<file path="src/design/uhf_defines.svh">
// Register offsets, field positions, reset values and timing counts
`ifndef UHF_DEFINES_SVH
`define UHF_DEFINES_SVH
`define UHF_OFF_FLAGS      4'h0
`define UHF_OFF_MASK       4'h4
`define UHF_OFF_ERRFLAGS   4'h8
`define UHF_OFF_ERRENABLE  4'hC
`define UHF_OFF_STATUS     5'h10
`define UHF_BIT_STALL      7
`define UHF_BIT_ATTACH     6
`define UHF_BIT_RESUME     5
`define UHF_BIT_IDLE       4
`define UHF_BIT_TOKEN      3
`define UHF_BIT_FRAME      2
`define UHF_BIT_ERROR      1
`define UHF_BIT_DETACH     0
`define UHF_RST_FLAGS      8'h00
`define UHF_RST_MASK       8'h00
`define UHF_CLK_MHZ        100
`define UHF_ATTACH_NS      2500
`define UHF_RESUME_NS      2500
`define UHF_IDLE_US        3000
`define UHF_ATTACH_CYC     ((`UHF_ATTACH_NS * `UHF_CLK_MHZ + 999) / 1000)
`define UHF_RESUME_CYC     ((`UHF_RESUME_NS * `UHF_CLK_MHZ + 999) / 1000)
`define UHF_IDLE_CYC       (`UHF_IDLE_US * `UHF_CLK_MHZ)
`endif

</file>
<file path="src/design/uhf_pkg.sv">
// Types shared by the interrupt flag block
package uhf_pkg;
   typedef enum logic [1:0] {
      UHF_SE0,
      UHF_J,
      UHF_K,
      UHF_SE1
   } uhf_line_t;
   typedef logic [7:0] uhf_byte_t;
endpackage : uhf_pkg

</file>
<file path="src/design/uhf_evt_if.sv">
// Interface carrying bus-condition events between the detector and the top
`timescale 1ns/10ps
interface uhf_evt_if;
   logic attach;
   logic resume;
   logic idle;
   modport det (output attach, output resume, output idle);
   modport top (input attach, input resume, input idle);
endinterface : uhf_evt_if

</file>
<file path="src/design/uhf_irq_flags.sv">
// Host-mode interrupt flag register with Wishbone slave and status FIFO
//
// Functional notes
// RULE1: Upper byte of the flag register is unimplemented and reads zero.
// RULE2: Stall flag sets when a STALL handshake was sent.
// RULE3: Attach flag sets after non-SE0 and no activity for 2.5 us.
// RULE4: Resume flag sets after K-state persists 2.5 us.
// RULE5: Idle flag sets after 3 ms of continuous idle.
// RULE6: Token flag sets at token end; its status is then readable.
// RULE7: Frame flag sets at host threshold or received frame token.
// RULE8: Error summary is read-only, set only by enabled error flags.
// RULE9: Detach flag sets on detach, not again until reset state clears.
// RULE10: Flags clear only by word write with a one in that bit.
// RULE11: Software must not use bitwise or read-modify-write to clear.
// RULE12: Clearing the token flag advances the token status FIFO.
// RULE13: A hardware set in the clearing cycle wins over the clear.
//
// Our own choices: register access over Wishbone and the register addresses.
`include "uhf_defines.svh"
`timescale 1ns/10ps
module uhf_irq_flags #(
   parameter int ATTACH_CYC = `UHF_ATTACH_CYC,
   parameter int RESUME_CYC = `UHF_RESUME_CYC,
   parameter int IDLE_CYC   = `UHF_IDLE_CYC,
   parameter int STAT_DEPTH = 4
) (
   // Clock, reset, enable
   input  wire logic        CLK,
   input  wire logic        RST,
   input  wire logic        CE,
   // Wishbone slave
   input  wire logic        WB_CYC_I,
   input  wire logic        WB_STB_I,
   input  wire logic        WB_WE_I,
   input  wire logic [4:0]  WB_ADR_I,
   input  wire logic [3:0]  WB_SEL_I,
   input  wire logic [31:0] WB_DAT_I,
   output logic      [31:0] WB_DAT_O,
   output logic             WB_ACK_O,
   // USB line pins (asynchronous)
   input  wire logic        DP_IN,
   input  wire logic        DM_IN,
   // Protocol engine events (same clock)
   input  wire logic        LOW_SPEED,
   input  wire logic        BUS_ACTIVITY,
   input  wire logic        STALL_SENT,
   input  wire logic        TOKEN_DONE,
   input  wire logic [7:0]  TOKEN_STATUS,
   input  wire logic        FRAME_EVENT,
   input  wire logic        DETACH_SEEN,
   input  wire logic        RESET_STATE,
   input  wire logic [7:0]  ERROR_EVENTS,
   // Interrupt
   output logic             IRQ
);
   localparam int PW = $clog2(STAT_DEPTH);
   // Refuse depths the wrapping pointers cannot serve
   if (STAT_DEPTH < 2 || (STAT_DEPTH & (STAT_DEPTH - 1)) != 0) begin : g_bad
      $error("uhf_irq_flags: STAT_DEPTH must be a power of two >= 2");
   end

   ////////////////////////////////////////////////////////////////////////
   // Pin synchroniser and line-state detection
   logic [1:0] pin_s1_q;
   logic [1:0] pin_s2_q;
   // Two stages: the first is read by the second only
   always_ff @(posedge CLK or posedge RST) begin
      if (RST) begin
         pin_s1_q <= 2'h0;
         pin_s2_q <= 2'h0;
      end else if (CE) begin
         pin_s1_q <= {DP_IN, DM_IN};
         pin_s2_q <= pin_s1_q;
      end
   end
   uhf_pkg::uhf_line_t line_w;
   assign line_w = (pin_s2_q == 2'h0) ? uhf_pkg::UHF_SE0 :
                   (pin_s2_q == 2'h2) ? uhf_pkg::UHF_J   :
                   (pin_s2_q == 2'h1) ? uhf_pkg::UHF_K   : uhf_pkg::UHF_SE1;

   uhf_evt_if evt ();
   uhf_line_det #(
      .ATTACH_CYC (ATTACH_CYC),
      .RESUME_CYC (RESUME_CYC),
      .IDLE_CYC   (IDLE_CYC)
   ) u_det (
      .clk       (CLK),
      .rst       (RST),
      .ce        (CE),
      .line      (line_w),
      .activity  (BUS_ACTIVITY),
      .low_speed (LOW_SPEED),
      .evt       (evt)
   );

   ////////////////////////////////////////////////////////////////////////
   // Bus decode
   function automatic logic hit(input logic [4:0] a, input logic [4:0] o);
      hit = (a == o);
   endfunction : hit

   wire req      = WB_CYC_I && WB_STB_I && !WB_ACK_O;
   wire wr       = req && WB_WE_I && CE;
   // Flags clear only on a full low-word write, not a byte update
   wire word_wr  = wr && (WB_SEL_I[1:0] == 2'h3);
   wire wr_flags = word_wr && hit(WB_ADR_I, 5'(`UHF_OFF_FLAGS));
   wire wr_mask  = wr && WB_SEL_I[0] && hit(WB_ADR_I, 5'(`UHF_OFF_MASK));
   wire wr_eflg  = word_wr && hit(WB_ADR_I, 5'(`UHF_OFF_ERRFLAGS));
   wire wr_een   = wr && WB_SEL_I[0] && hit(WB_ADR_I, 5'(`UHF_OFF_ERRENABLE));

   ////////////////////////////////////////////////////////////////////////
   // Error flags and their summary
   logic [7:0] err_q;
   logic [7:0] err_en_q;
   wire  [7:0] err_clr = wr_eflg ? WB_DAT_I[7:0] : 8'h00;
   // Hardware set wins over a simultaneous write-one clear
   always_ff @(posedge CLK or posedge RST) begin
      if (RST) begin
         err_q    <= 8'h00;
         err_en_q <= 8'h00;
      end else if (CE) begin
         err_q <= (err_q & ~err_clr) | ERROR_EVENTS;      // see RULE13
         if (wr_een)
            err_en_q <= WB_DAT_I[7:0];
      end
   end
   wire err_sum = |(err_q & err_en_q);                   // see RULE8

   ////////////////////////////////////////////////////////////////////////
   // Token status FIFO
   logic [7:0]    stat_mem_q [STAT_DEPTH];
   logic [PW:0]   wp_q;
   logic [PW:0]   rp_q;
   wire           st_empty = (wp_q == rp_q);
   wire           st_full  = (wp_q[PW-1:0] == rp_q[PW-1:0]) &&
                             (wp_q[PW] != rp_q[PW]);
   wire           st_push  = CE && TOKEN_DONE && !st_full;
   logic [7:0]    flags_q;
   wire           tok_clr  = wr_flags && WB_DAT_I[`UHF_BIT_TOKEN] &&
                             flags_q[`UHF_BIT_TOKEN];
   wire           st_pop   = tok_clr && !st_empty;       // see RULE12
   always_ff @(posedge CLK or posedge RST) begin
      if (RST) begin
         wp_q <= '0;
         rp_q <= '0;
      end else begin
         if (st_push)
            wp_q <= wp_q + 1'b1;
         if (st_pop)
            rp_q <= rp_q + 1'b1;
      end
   end
   // Storage has no reset; entries are only read once written
   always_ff @(posedge CLK) begin
      if (st_push)
         stat_mem_q[wp_q[PW-1:0]] <= TOKEN_STATUS;
   end
   wire [PW:0] rp_next   = st_pop ? rp_q + 1'b1 : rp_q;
   wire        more_left = st_pop && (rp_next != wp_q);

   ////////////////////////////////////////////////////////////////////////
   // Flag register
   logic detach_armed_q;
   logic [7:0] mask_q;
   wire  [7:0] clr_vec  = wr_flags ? WB_DAT_I[7:0] : 8'h00;
   wire  [7:0] set_vec;
   assign set_vec[`UHF_BIT_STALL]  = STALL_SENT;               // see RULE2
   assign set_vec[`UHF_BIT_ATTACH] = evt.attach;               // see RULE3
   assign set_vec[`UHF_BIT_RESUME] = evt.resume;               // see RULE4
   assign set_vec[`UHF_BIT_IDLE]   = evt.idle;                 // see RULE5
   assign set_vec[`UHF_BIT_TOKEN]  = st_push || more_left;     // see RULE6
   assign set_vec[`UHF_BIT_FRAME]  = FRAME_EVENT;              // see RULE7
   assign set_vec[`UHF_BIT_ERROR]  = 1'b0;
   assign set_vec[`UHF_BIT_DETACH] = DETACH_SEEN &&
                                     detach_armed_q;           // see RULE9
   wire  [7:0] flags_d  = (flags_q & ~clr_vec) | set_vec;     // see RULE10
   wire  [7:0] flags_rd = {flags_q[7:2], err_sum, flags_q[0]}; // see RULE8
   wire        hw_set   = CE && (DETACH_SEEN && detach_armed_q);

   // Flag bits; set outranks the write-one clear
   always_ff @(posedge CLK or posedge RST) begin
      if (RST) begin
         flags_q        <= `UHF_RST_FLAGS;
         mask_q         <= `UHF_RST_MASK;
         detach_armed_q <= 1'b1;
      end else if (CE) begin
         flags_q <= flags_d;                                   // see RULE13
         if (wr_mask)
            mask_q <= WB_DAT_I[7:0];
         if (hw_set)
            detach_armed_q <= 1'b0;                            // see RULE9
         else if (!RESET_STATE && !flags_q[`UHF_BIT_DETACH])
            detach_armed_q <= 1'b1;
      end
   end

   ////////////////////////////////////////////////////////////////////////
   // Read mux, acknowledge and interrupt
   wire [31:0] rd_w =
      hit(WB_ADR_I, 5'(`UHF_OFF_FLAGS))     ? {24'h0, flags_rd} :  // see RULE1
      hit(WB_ADR_I, 5'(`UHF_OFF_MASK))      ? {24'h0, mask_q}   :
      hit(WB_ADR_I, 5'(`UHF_OFF_ERRFLAGS))  ? {24'h0, err_q}    :
      hit(WB_ADR_I, 5'(`UHF_OFF_ERRENABLE)) ? {24'h0, err_en_q} :
      hit(WB_ADR_I, `UHF_OFF_STATUS)        ?
         {24'h0, st_empty ? 8'h00 : stat_mem_q[rp_q[PW-1:0]]}   : // see RULE6
      32'h0000_0000;
   // Single-wait-state acknowledge; unmapped reads return zero
   always_ff @(posedge CLK or posedge RST) begin
      if (RST) begin
         WB_ACK_O <= 1'b0;
         WB_DAT_O <= 32'h0000_0000;
         IRQ      <= 1'b0;
      end else if (CE) begin
         WB_ACK_O <= req;
         WB_DAT_O <= req ? rd_w : 32'h0000_0000;
         IRQ      <= |(flags_rd & mask_q);   // Summary bit included
      end
   end
endmodule : uhf_irq_flags

</file>
<file path="src/design/uhf_line_det.sv">
// Line-state detector: attach, resume and idle from the synchronised lines
`timescale 1ns/10ps
module uhf_line_det #(
   parameter int ATTACH_CYC = 250,
   parameter int RESUME_CYC = 250,
   parameter int IDLE_CYC   = 300000
) (
   input  wire logic            clk,
   input  wire logic            rst,
   input  wire logic            ce,
   input  uhf_pkg::uhf_line_t   line,
   input  wire logic            activity,
   input  wire logic            low_speed,
   uhf_evt_if.det               evt
);
   // K is differential one at low speed, differential zero at full speed
   wire is_k    = low_speed ? (line == uhf_pkg::UHF_J)
                            : (line == uhf_pkg::UHF_K);
   wire is_j    = low_speed ? (line == uhf_pkg::UHF_K)
                            : (line == uhf_pkg::UHF_J);
   wire not_se0 = (line != uhf_pkg::UHF_SE0) && !activity;
   uhf_timer #(.N(ATTACH_CYC)) u_att (.clk(clk), .rst(rst), .ce(ce),
      .cond(not_se0), .hit(evt.attach));                 // see RULE3
   uhf_timer #(.N(RESUME_CYC)) u_res (.clk(clk), .rst(rst), .ce(ce),
      .cond(is_k), .hit(evt.resume));                    // see RULE4
   uhf_timer #(.N(IDLE_CYC)) u_idl (.clk(clk), .rst(rst), .ce(ce),
      .cond(is_j && !activity), .hit(evt.idle));         // see RULE5
endmodule : uhf_line_det

</file>
<file path="src/design/uhf_timer.sv">
// Persistence timer: pulses once when a condition has held for N cycles
`timescale 1ns/10ps
module uhf_timer #(
   parameter int N = 250
) (
   input  wire logic clk,
   input  wire logic rst,
   input  wire logic ce,
   input  wire logic cond,
   output logic      hit
);
   localparam int W = $clog2(N + 1);
   logic [W-1:0] cnt_q;
   // Refuse a count the terminal compare cannot reach
   if (N < 1) begin : g_bad_n
      $error("uhf_timer: N must be at least one");
   end
   // Counts while the condition holds; one pulse at the terminal count
   always_ff @(posedge clk or posedge rst) begin
      if (rst) begin
         cnt_q <= '0;
         hit   <= 1'b0;
      end else if (ce) begin
         hit <= cond && (cnt_q == W'(N - 1));
         if (!cond)
            cnt_q <= '0;
         else if (cnt_q != W'(N))
            cnt_q <= cnt_q + 1'b1;
      end
   end
endmodule : uhf_timer

</file>
<file path="config.mk">
export PLATFORM = sky130hd
export DESIGN_NAME = uhf_irq_flags
export DESIGN_NICKNAME = d
export VERILOG_FILES = /design/src/design/uhf_pkg.sv /design/src/design/uhf_evt_if.sv /design/src/design/uhf_irq_flags.sv /design/src/design/uhf_line_det.sv /design/src/design/uhf_timer.sv
export VERILOG_INCLUDE_DIRS = /design/src /design/src/design
export SDC_FILE = /design/constraint.sdc
export NUM_CORES = 1
export LEC_CHECK = 0
export BUFFER_PORTS_ARGS = -buffer_cell sky130_fd_sc_hd__clkbuf_2
export CAP_MARGIN = 20
export CORE_ASPECT_RATIO = 0.5
export CORE_MARGIN = 2
export CORE_UTILIZATION = 56
export DETAILED_ROUTE_END_ITERATION = 12
export PLACE_DENSITY = 0.91
export SLEW_MARGIN = 20
export SYNTH_ARGS = -nofsm -noshare
export SYNTH_HDL_FRONTEND = slang
export SYNTH_SLANG_ARGS = --single-unit
</file>
<file path="constraint.sdc">
create_clock -name CLK -period 3.1 [get_ports CLK]
set_input_delay 0.31 -clock CLK [delete_from_list [all_inputs] [get_ports CLK]]
set_output_delay 0.31 -clock CLK [all_outputs]
set_load 0.05 [all_outputs]
</file>
==> impl_metrics.ini, run 1 <==
[cells_and_area]
drive_above_1_share_pct = 24.7
most-common-layout-cells = dfrtp_1, clkbuf_2, nand2_1, edfxtp_1, mux2_2
layout_commonest_cell = dfrtp_1
areaGrowthSynthToFinish_pct = 14.7
fillers = 668
nets = 670
n_antenna_cell = 0
multiInputGateArea_sq_mm = 0.00266
seqCellArea_sq_mm = 0.00321
layoutNonFillerInstCount = 738

[critical_path]
critPathMaxFanout = 11
reg2reg_depth = 3
critical_path.reg2reg.endpoint = stat_mem_q[3][0]
crit_path_end = stat_mem_q[3][0]
path_class = register to register
crit_start = rp_q[1]
cp-start-kind = register
end_kind = register
r2r_slack_ns = 0.78
cp.required_ns = 3.16
arrival_ns = 2.38
r2r-start = rp_q[1]

[clocking]
cts-resized-gates = 0
tritoncts = built
cts_buffers = 17
ctsLongestPathBuffers = 2
cts_setup_buffers = 0
cts_sinks = 122
holdBufCountCts = 0
cts_root_buf = clkbuf_16
clkTransAtPathRegs_ns = 0.06
clk_latency_ns = 0.42
ctsHtreeMaxLevel = 4

[place]
dp_hpwl_mm = 8.79
portBuffers = 55
gp_congestion = 0.882
placed_cells = 706

[drt]
routed_wl_mm = 13.7
drtPass1Iterations = 5
drc = 0
route.vias.total = 4531
drtAntennaViolNets = 0
viasPerCell = 6.14
drt-initial-drc-count = 387
avgRoutedWirePerCell_um = 18.5

[global_routing]
grt_pass1_vias = 4604
grt_pass1_wl_mm = 22.8
antenna_found_initial = 0
overflow = 0
track_usage_pct = 25.2
grt_max_degree = 53

[power_and_ir_drop]
power_density_mw_per_mm2 = 606
vdd_drop_max_v = 0.000424
power_mw = 4.25
p_leak_nw = 2.95

[floorplanning]
ios = 106
rows = 26
core_sq_mm = 0.0104
die_x_um = 152
start_util_pct = 58.8
die_y_um = 77.9
die-area_sq_mm = 0.0118

[timing]
period_share_pct = 74.8
whs_ns = 0.0452
worst_pin_slew_ns = 0.906
hold_violations = 0
rsz0062_at_grt = false
maxSlewHeadroom_pct = 39.4
finClkSkew_ns = 0.00865
drv_slew = 0
max_freq_mhz = 431
tns_ns = 0
period_minus_slack_ns = 2.32
setup_viol = 0

[synth]
yosys_warnings = 0
syn_area_per_cell_sq_um = 11.7
synth_seq_cells = 122
yosysUniqueCellTypes = 65
netlist_instances = 523
seq_area_frac_synth_pct = 52.6
synth-edff-count = 32
async_flop_share_pct = 73.8
synth_ff_type = dfrtp_1
syn_area_sq_mm = 0.00612

[worst_hold_path]
hp-class = primary input to async pin

[run_status]
outcome = finished, final reports clean

[run]
maxCapViolCount = 0
==> state kept, by name (all words and copies together) (netlist names), 8 cells and up <==
name,cells
mask_q,8
u_det.u_res.cnt_q,8
u_det.u_idl.cnt_q,19
err_q,8
err_en_q,8
WB_DAT_O,8
stat_mem_q,32
u_det.u_att.cnt_q,8
==> per-layer routing <==
layer  part of all wire (%)  GRT usage (%)
met1                     41           31.6
met2                     51           42.8
met3                    6.1           4.47
met4                    2.4           11.6
met5                      0              0
==> stage by stage <==
step           setup slack, ns  area [sq um]  util [%]
2_1_floorplan            0.456          6200         -
3_3_place_gp             0.871          6440      61.9
3_5_place_dp             0.775          6440      61.9
4_1_cts                  0.744          7020      67.4
5_1_grt                  0.589          7020      67.4
6_report                 0.781          7020      67.4
==> cell usage after synthesis (3+ instances only) <==
cell,count,area share [%]
o2bb2ai_1,13,1.9
nor3_1,8,0.65
ha_1,13,2.7
nand2_1,35,2.1
mux2_2,30,5.5
buf_2,3,0.25
nor4_1,3,0.31
buf_4,25,3.1
or2_2,4,0.41
mux2i_1,9,1.5
o21ai_0,21,1.7
or3_1,6,0.61
a22o_1,16,2.3
and2_1,7,0.72
edfxtp_1,32,16
mux4_2,8,2.9
or4_1,4,0.49
dfrtp_1,89,36
a22oi_1,4,0.49
nor2_1,25,1.5
xor2_1,8,1.1
a21oi_1,27,2.2
and3_1,4,0.41
nand2b_1,3,0.31
nand4_1,19,1.9
o211ai_1,3,0.37
inv_1,17,1.0
a31oi_1,4,0.41
a21o_1,3,0.37
clkbuf_1,10,0.61
o31ai_1,6,0.74
xnor2_1,14,2.0
nand3_1,11,0.90
==> cell families (layout without fill, tap and decap cells) <==
logic type / count (synthesis) / count (layout) / synth area share, %
and+or+nand+nor: 148 / 148 / 13.5
DFF: 122 / 122 / 52.6
AOI/OAI and AO/OA: 111 / 111 / 12.6
buffers and inverters: 58 / 110 / 5.30
muxes: 48 / 48 / 10.2
xor gates and xnor gates: 22 / 22 / 3.15
adders and majority gates: 13 / 13 / 2.66
other: 1 / 24 / 0.0613
==> final cells by class <==
type / count / share of cell area (%)
sequential: 122 / 45.8
multi-input combinational: 366 / 38.0
clock buffer: 17 / 6.06
timing repair buffer: 61 / 4.56
tap: 140 / 2.50
clock inverter: 15 / 2.18
inverter: 17 / 0.927
==> worst max-delay path, cell delays in order, from the launching register on <==
cell,delay (ns)
dfrtp_1,0.64
xnor2_1,0.20
a31oi_1,0.61
and2_1,0.51
==> power breakdown <==
part | leakage [nW] | internal, mW | total (mW) | switching [mW]
Clock | 0.283 | 1.18 | 1.94 | 0.754
Sequential | 1.46 | 1.76 | 1.84 | 0.0764
Combinational | 1.21 | 0.161 | 0.484 | 0.323
Total | 2.95 | 3.10 | 4.25 | 1.15
==> worst min-delay path by stage <==
stage,start,endpoint,depth (start not counted)
floorplan,DETACH_SEEN,detach_armed_q,1
detailed placement,u_det.u_idl.hit,u_det.u_idl.hit,1
CTS,RST,u_det.u_idl.cnt_q[10],2
global placement,pin_s1_q[1],pin_s2_q[1],1
global route,DETACH_SEEN,detach_armed_q,2
finish,RST,u_det.u_idl.cnt_q[10],2
No activity file was read; power rests on OpenSTA's default activity.
==> inputs of run 2 (changes only) <==
--- a/config.mk
+++ b/config.mk
@@ -6,13 +6,14 @@
 export SDC_FILE = /design/constraint.sdc
 export NUM_CORES = 1
 export LEC_CHECK = 0
+export ABC_AREA = 1
 export BUFFER_PORTS_ARGS = -buffer_cell sky130_fd_sc_hd__clkbuf_2
 export CAP_MARGIN = 20
 export CORE_ASPECT_RATIO = 0.5
 export CORE_MARGIN = 2
-export CORE_UTILIZATION = 56
+export CORE_UTILIZATION = 51
 export DETAILED_ROUTE_END_ITERATION = 12
-export PLACE_DENSITY = 0.91
+export PLACE_DENSITY = 0.87
 export SLEW_MARGIN = 20
 export SYNTH_ARGS = -nofsm -noshare
 export SYNTH_HDL_FRONTEND = slang
==> constraint.sdc (replaced) <==
create_clock -name CLK -period 1.9 [get_ports CLK]
set_input_delay 0.19 -clock CLK [delete_from_list [all_inputs] [get_ports CLK]]
set_output_delay 0.19 -clock CLK [all_outputs]
set_load 0.05 [all_outputs]
==> impl_metrics.ini, run 2 <==
[power_and_ir_drop]
p_leak_nw = 3.39
power_density_mw_per_mm2 = 891
vdd_drop_max_v = 0.000613

[clocking]
cts_sinks = 122
tritoncts = built
ctsHtreeMaxLevel = 4
cts_root_buf = clkbuf_16
clkTransAtPathRegs_ns = 0.06
ctsLongestPathBuffers = 2
cts_buffers = 17
cts_setup_buffers = 0
clk_latency_ns = 0.42

[floorplanning]
die_y_um = 83.6
die_x_um = 163
core_sq_mm = 0.0125
rows = 29
die-area_sq_mm = 0.0137
ios = 106
start_util_pct = 51.7

[place]
gp_congestion = 0.908
portBuffers = 55
placed_cells = 971
dp_hpwl_mm = 10.7
dpl_cell_area_sq_mm = 0.00697

[global_routing]
grt_pass1_vias = 5429
overflow = 0
grt_max_degree = 46
track_usage_pct = 23.8
grt_pass1_wl_mm = 25.5
antenna_found_initial = 1

[synth]
yosysUniqueCellTypes = 46
syn_area_per_cell_sq_um = 8.74
netlist.top_cell.by_area = dfrtp_1
yosys_warnings = 0
synth_seq_cells = 122
synth_xor_area_share_pct = 2.44
synth-edff-count = 32
synth_top_area_share_pct = 34.4
synth_ff_type = dfrtp_1
ys_top_cells_by_area = dfrtp_1, edfxtp_1, nand2_1, o21ai_0, inv_1
synthAdderAreaFrac_pct = 2.51
syn_area_sq_mm = 0.00647
synth-simple-area-share_pct = 23.9
muxShareOfSynthArea_pct = 0
synth.most_common_cell = nand2_1
async_flop_share_pct = 73.8
synth-compound-area-share_pct = 12.3
synth_top_family_by_area = simple AND/OR/NAND/NOR gates
seq_area_frac_synth_pct = 49.7
netlist_instances = 740
synthTopCellsByCount = nand2_1, dfrtp_1, inv_1, nor2_1, o21ai_0

[critical_path]
arrival_ns = 2.07
cp_common_cell = nand3_1
critPathMaxFanout = 11
critical-path-max-stage-delay_ns = 0.44
critPathSlowestCell = dfrtp_1
end_kind = register
path_class = register to register
crit_family = simple AND/OR/NAND/NOR gates
crit_buf_inv = 2
cp.required_ns = 2.20
cp-start-kind = register
cp_cell_sequence = nand2_2 > inv_2 > nand3_1 > nor2_1 > nand4_1 > nand2_1 > inv_1 > nand3_1 > o21ai_1

[cells_and_area]
multiInputGateArea_sq_mm = 0.00276
fillers = 990
most-common-layout-cells = nand2_1, dfrtp_1, inv_1, o21ai_0, nor2_1
largest_reg_flops = 32
layoutNonFillerInstCount = 1017
layout_commonest_cell = nand2_1
nets = 919
design_area_sq_mm = 0.00765
seqCellArea_sq_mm = 0.00321
n_antenna_cell = 0
areaGrowthSynthToFinish_pct = 18.2
drive_above_1_share_pct = 19.0

[drt]
drtAntennaViolNets = 0
drt-initial-drc-count = 468
avgRoutedWirePerCell_um = 15.0
viasPerCell = 5.41
routed_wl_mm = 15.2
route.vias.total = 5506
drtPass1Iterations = 6
drc = 0

[run]
maxCapViolCount = 0

[run_status]
violations = negative hold slack
outcome = finished with violations

[timing]
drv_slew = 0
whs_ns = -0.00404
finClkSkew_ns = 0.00726
period_minus_slack_ns = 1.78
rsz0062_at_grt = true
hold_violations = 1
setup_viol = 0
period_share_pct = 93.5
max_freq_mhz = 563

[worst_hold_path]
hp-class = primary input to register
==> run 2: changes by cell type in the layout (fill, tap and decap cells not counted), moves of 16 or more <==
cell | before | now
inv_1 | 16 | 64
mux2_2 | 30 | 0
nor2_1 | 25 | 59
nand3_1 | 11 | 42
buf_4 | 6 | 22
o21ai_0 | 21 | 60
nand2_1 | 35 | 169
==> run 2: metal layers <==
metal | share of wire [%] | wire (um) | track usage [%]
met2 | 50 | 7610 | 41.0
met1 | 41 | 6270 | 28.4
met3 | 5.9 | 904 | 5.86
met5 | 0 | 0 | 0
met4 | 2.9 | 443 | 10.5
==> run 2: path summary, 6_finish.rpt <==
path,start,end,slack (ns),depth (start not counted)
worst max-delay path,u_det.u_idl.cnt_q[9],u_det.u_idl.cnt_q[16],0.12,9
worst min-delay path,DP_IN,pin_s1_q[1],-0.004,3
worst max register to register,u_det.u_idl.cnt_q[9],u_det.u_idl.cnt_q[16],0.12,9
worst min register to register,WB_DAT_O[7],WB_DAT_O[7],0.48,2
max in group asynchronous,RST,IRQ,0.92,5
min in group asynchronous,RST,u_det.u_idl.cnt_q[12],0.28,3
==> run 2: cell type report <==
type | instances | area share (%)
Sequential cell | 122 | 42.0
Inverter | 80 | 4.04
Clock buffer | 17 | 5.56
Multi-Input combinational cell | 520 | 36.0
Timing Repair Buffer | 93 | 8.12
Clock inverter | 15 | 1.44
Tap cell | 170 | 2.78
==> run 2: kinds of logic after synthesis <==
logic type / Yosys count
and+or+nand+nor: 334
AOI/OAI and AO/OA: 131
DFF: 122
buffers and inverters: 121
xor gates and xnor gates: 18
adders and majority gates: 13
other: 1
==> run 2: report_power, final <==
part	total, mW	switching (mW)	internal (mW)	leakage, nW
registers	2.96	0.0975	2.86	1.44
clock network	2.93	1.16	1.76	0.258
logic	0.926	0.640	0.286	1.69
==> run 2: stage by stage <==
step	TNS [ns]	power (mW)	setup WS, ns	hold slack [ns]	utilization [%]
detailed placement	0	3.89	0.116	0.175	55.7
floorplan	0	3.65	0.133	0.289	-
CTS	0	6.83	0.0955	0.000987	61.1
global placement	0	3.85	0.160	0.173	55.7
finish	0	6.82	0.124	-0.00404	61.1
global route	-0.404	7.08	-0.0566	0.00792	61.1
==> run 2: repair_timing <==
| action | 4_1_cts | 5_1_grt |
|---|---|---|
| hold endpoints to repair | 32 | 0 |
| endpoints found under the setup margin | 0 | 25 |
| resized for setup | 0 | 2 |
| hold buffers | 14 | 0 |
==> run 2: worst min-delay path, cell delays in order <==
cell and delay, ns:
clkbuf_2 0.08, nand2_1 0.05, nand2_1 0.06
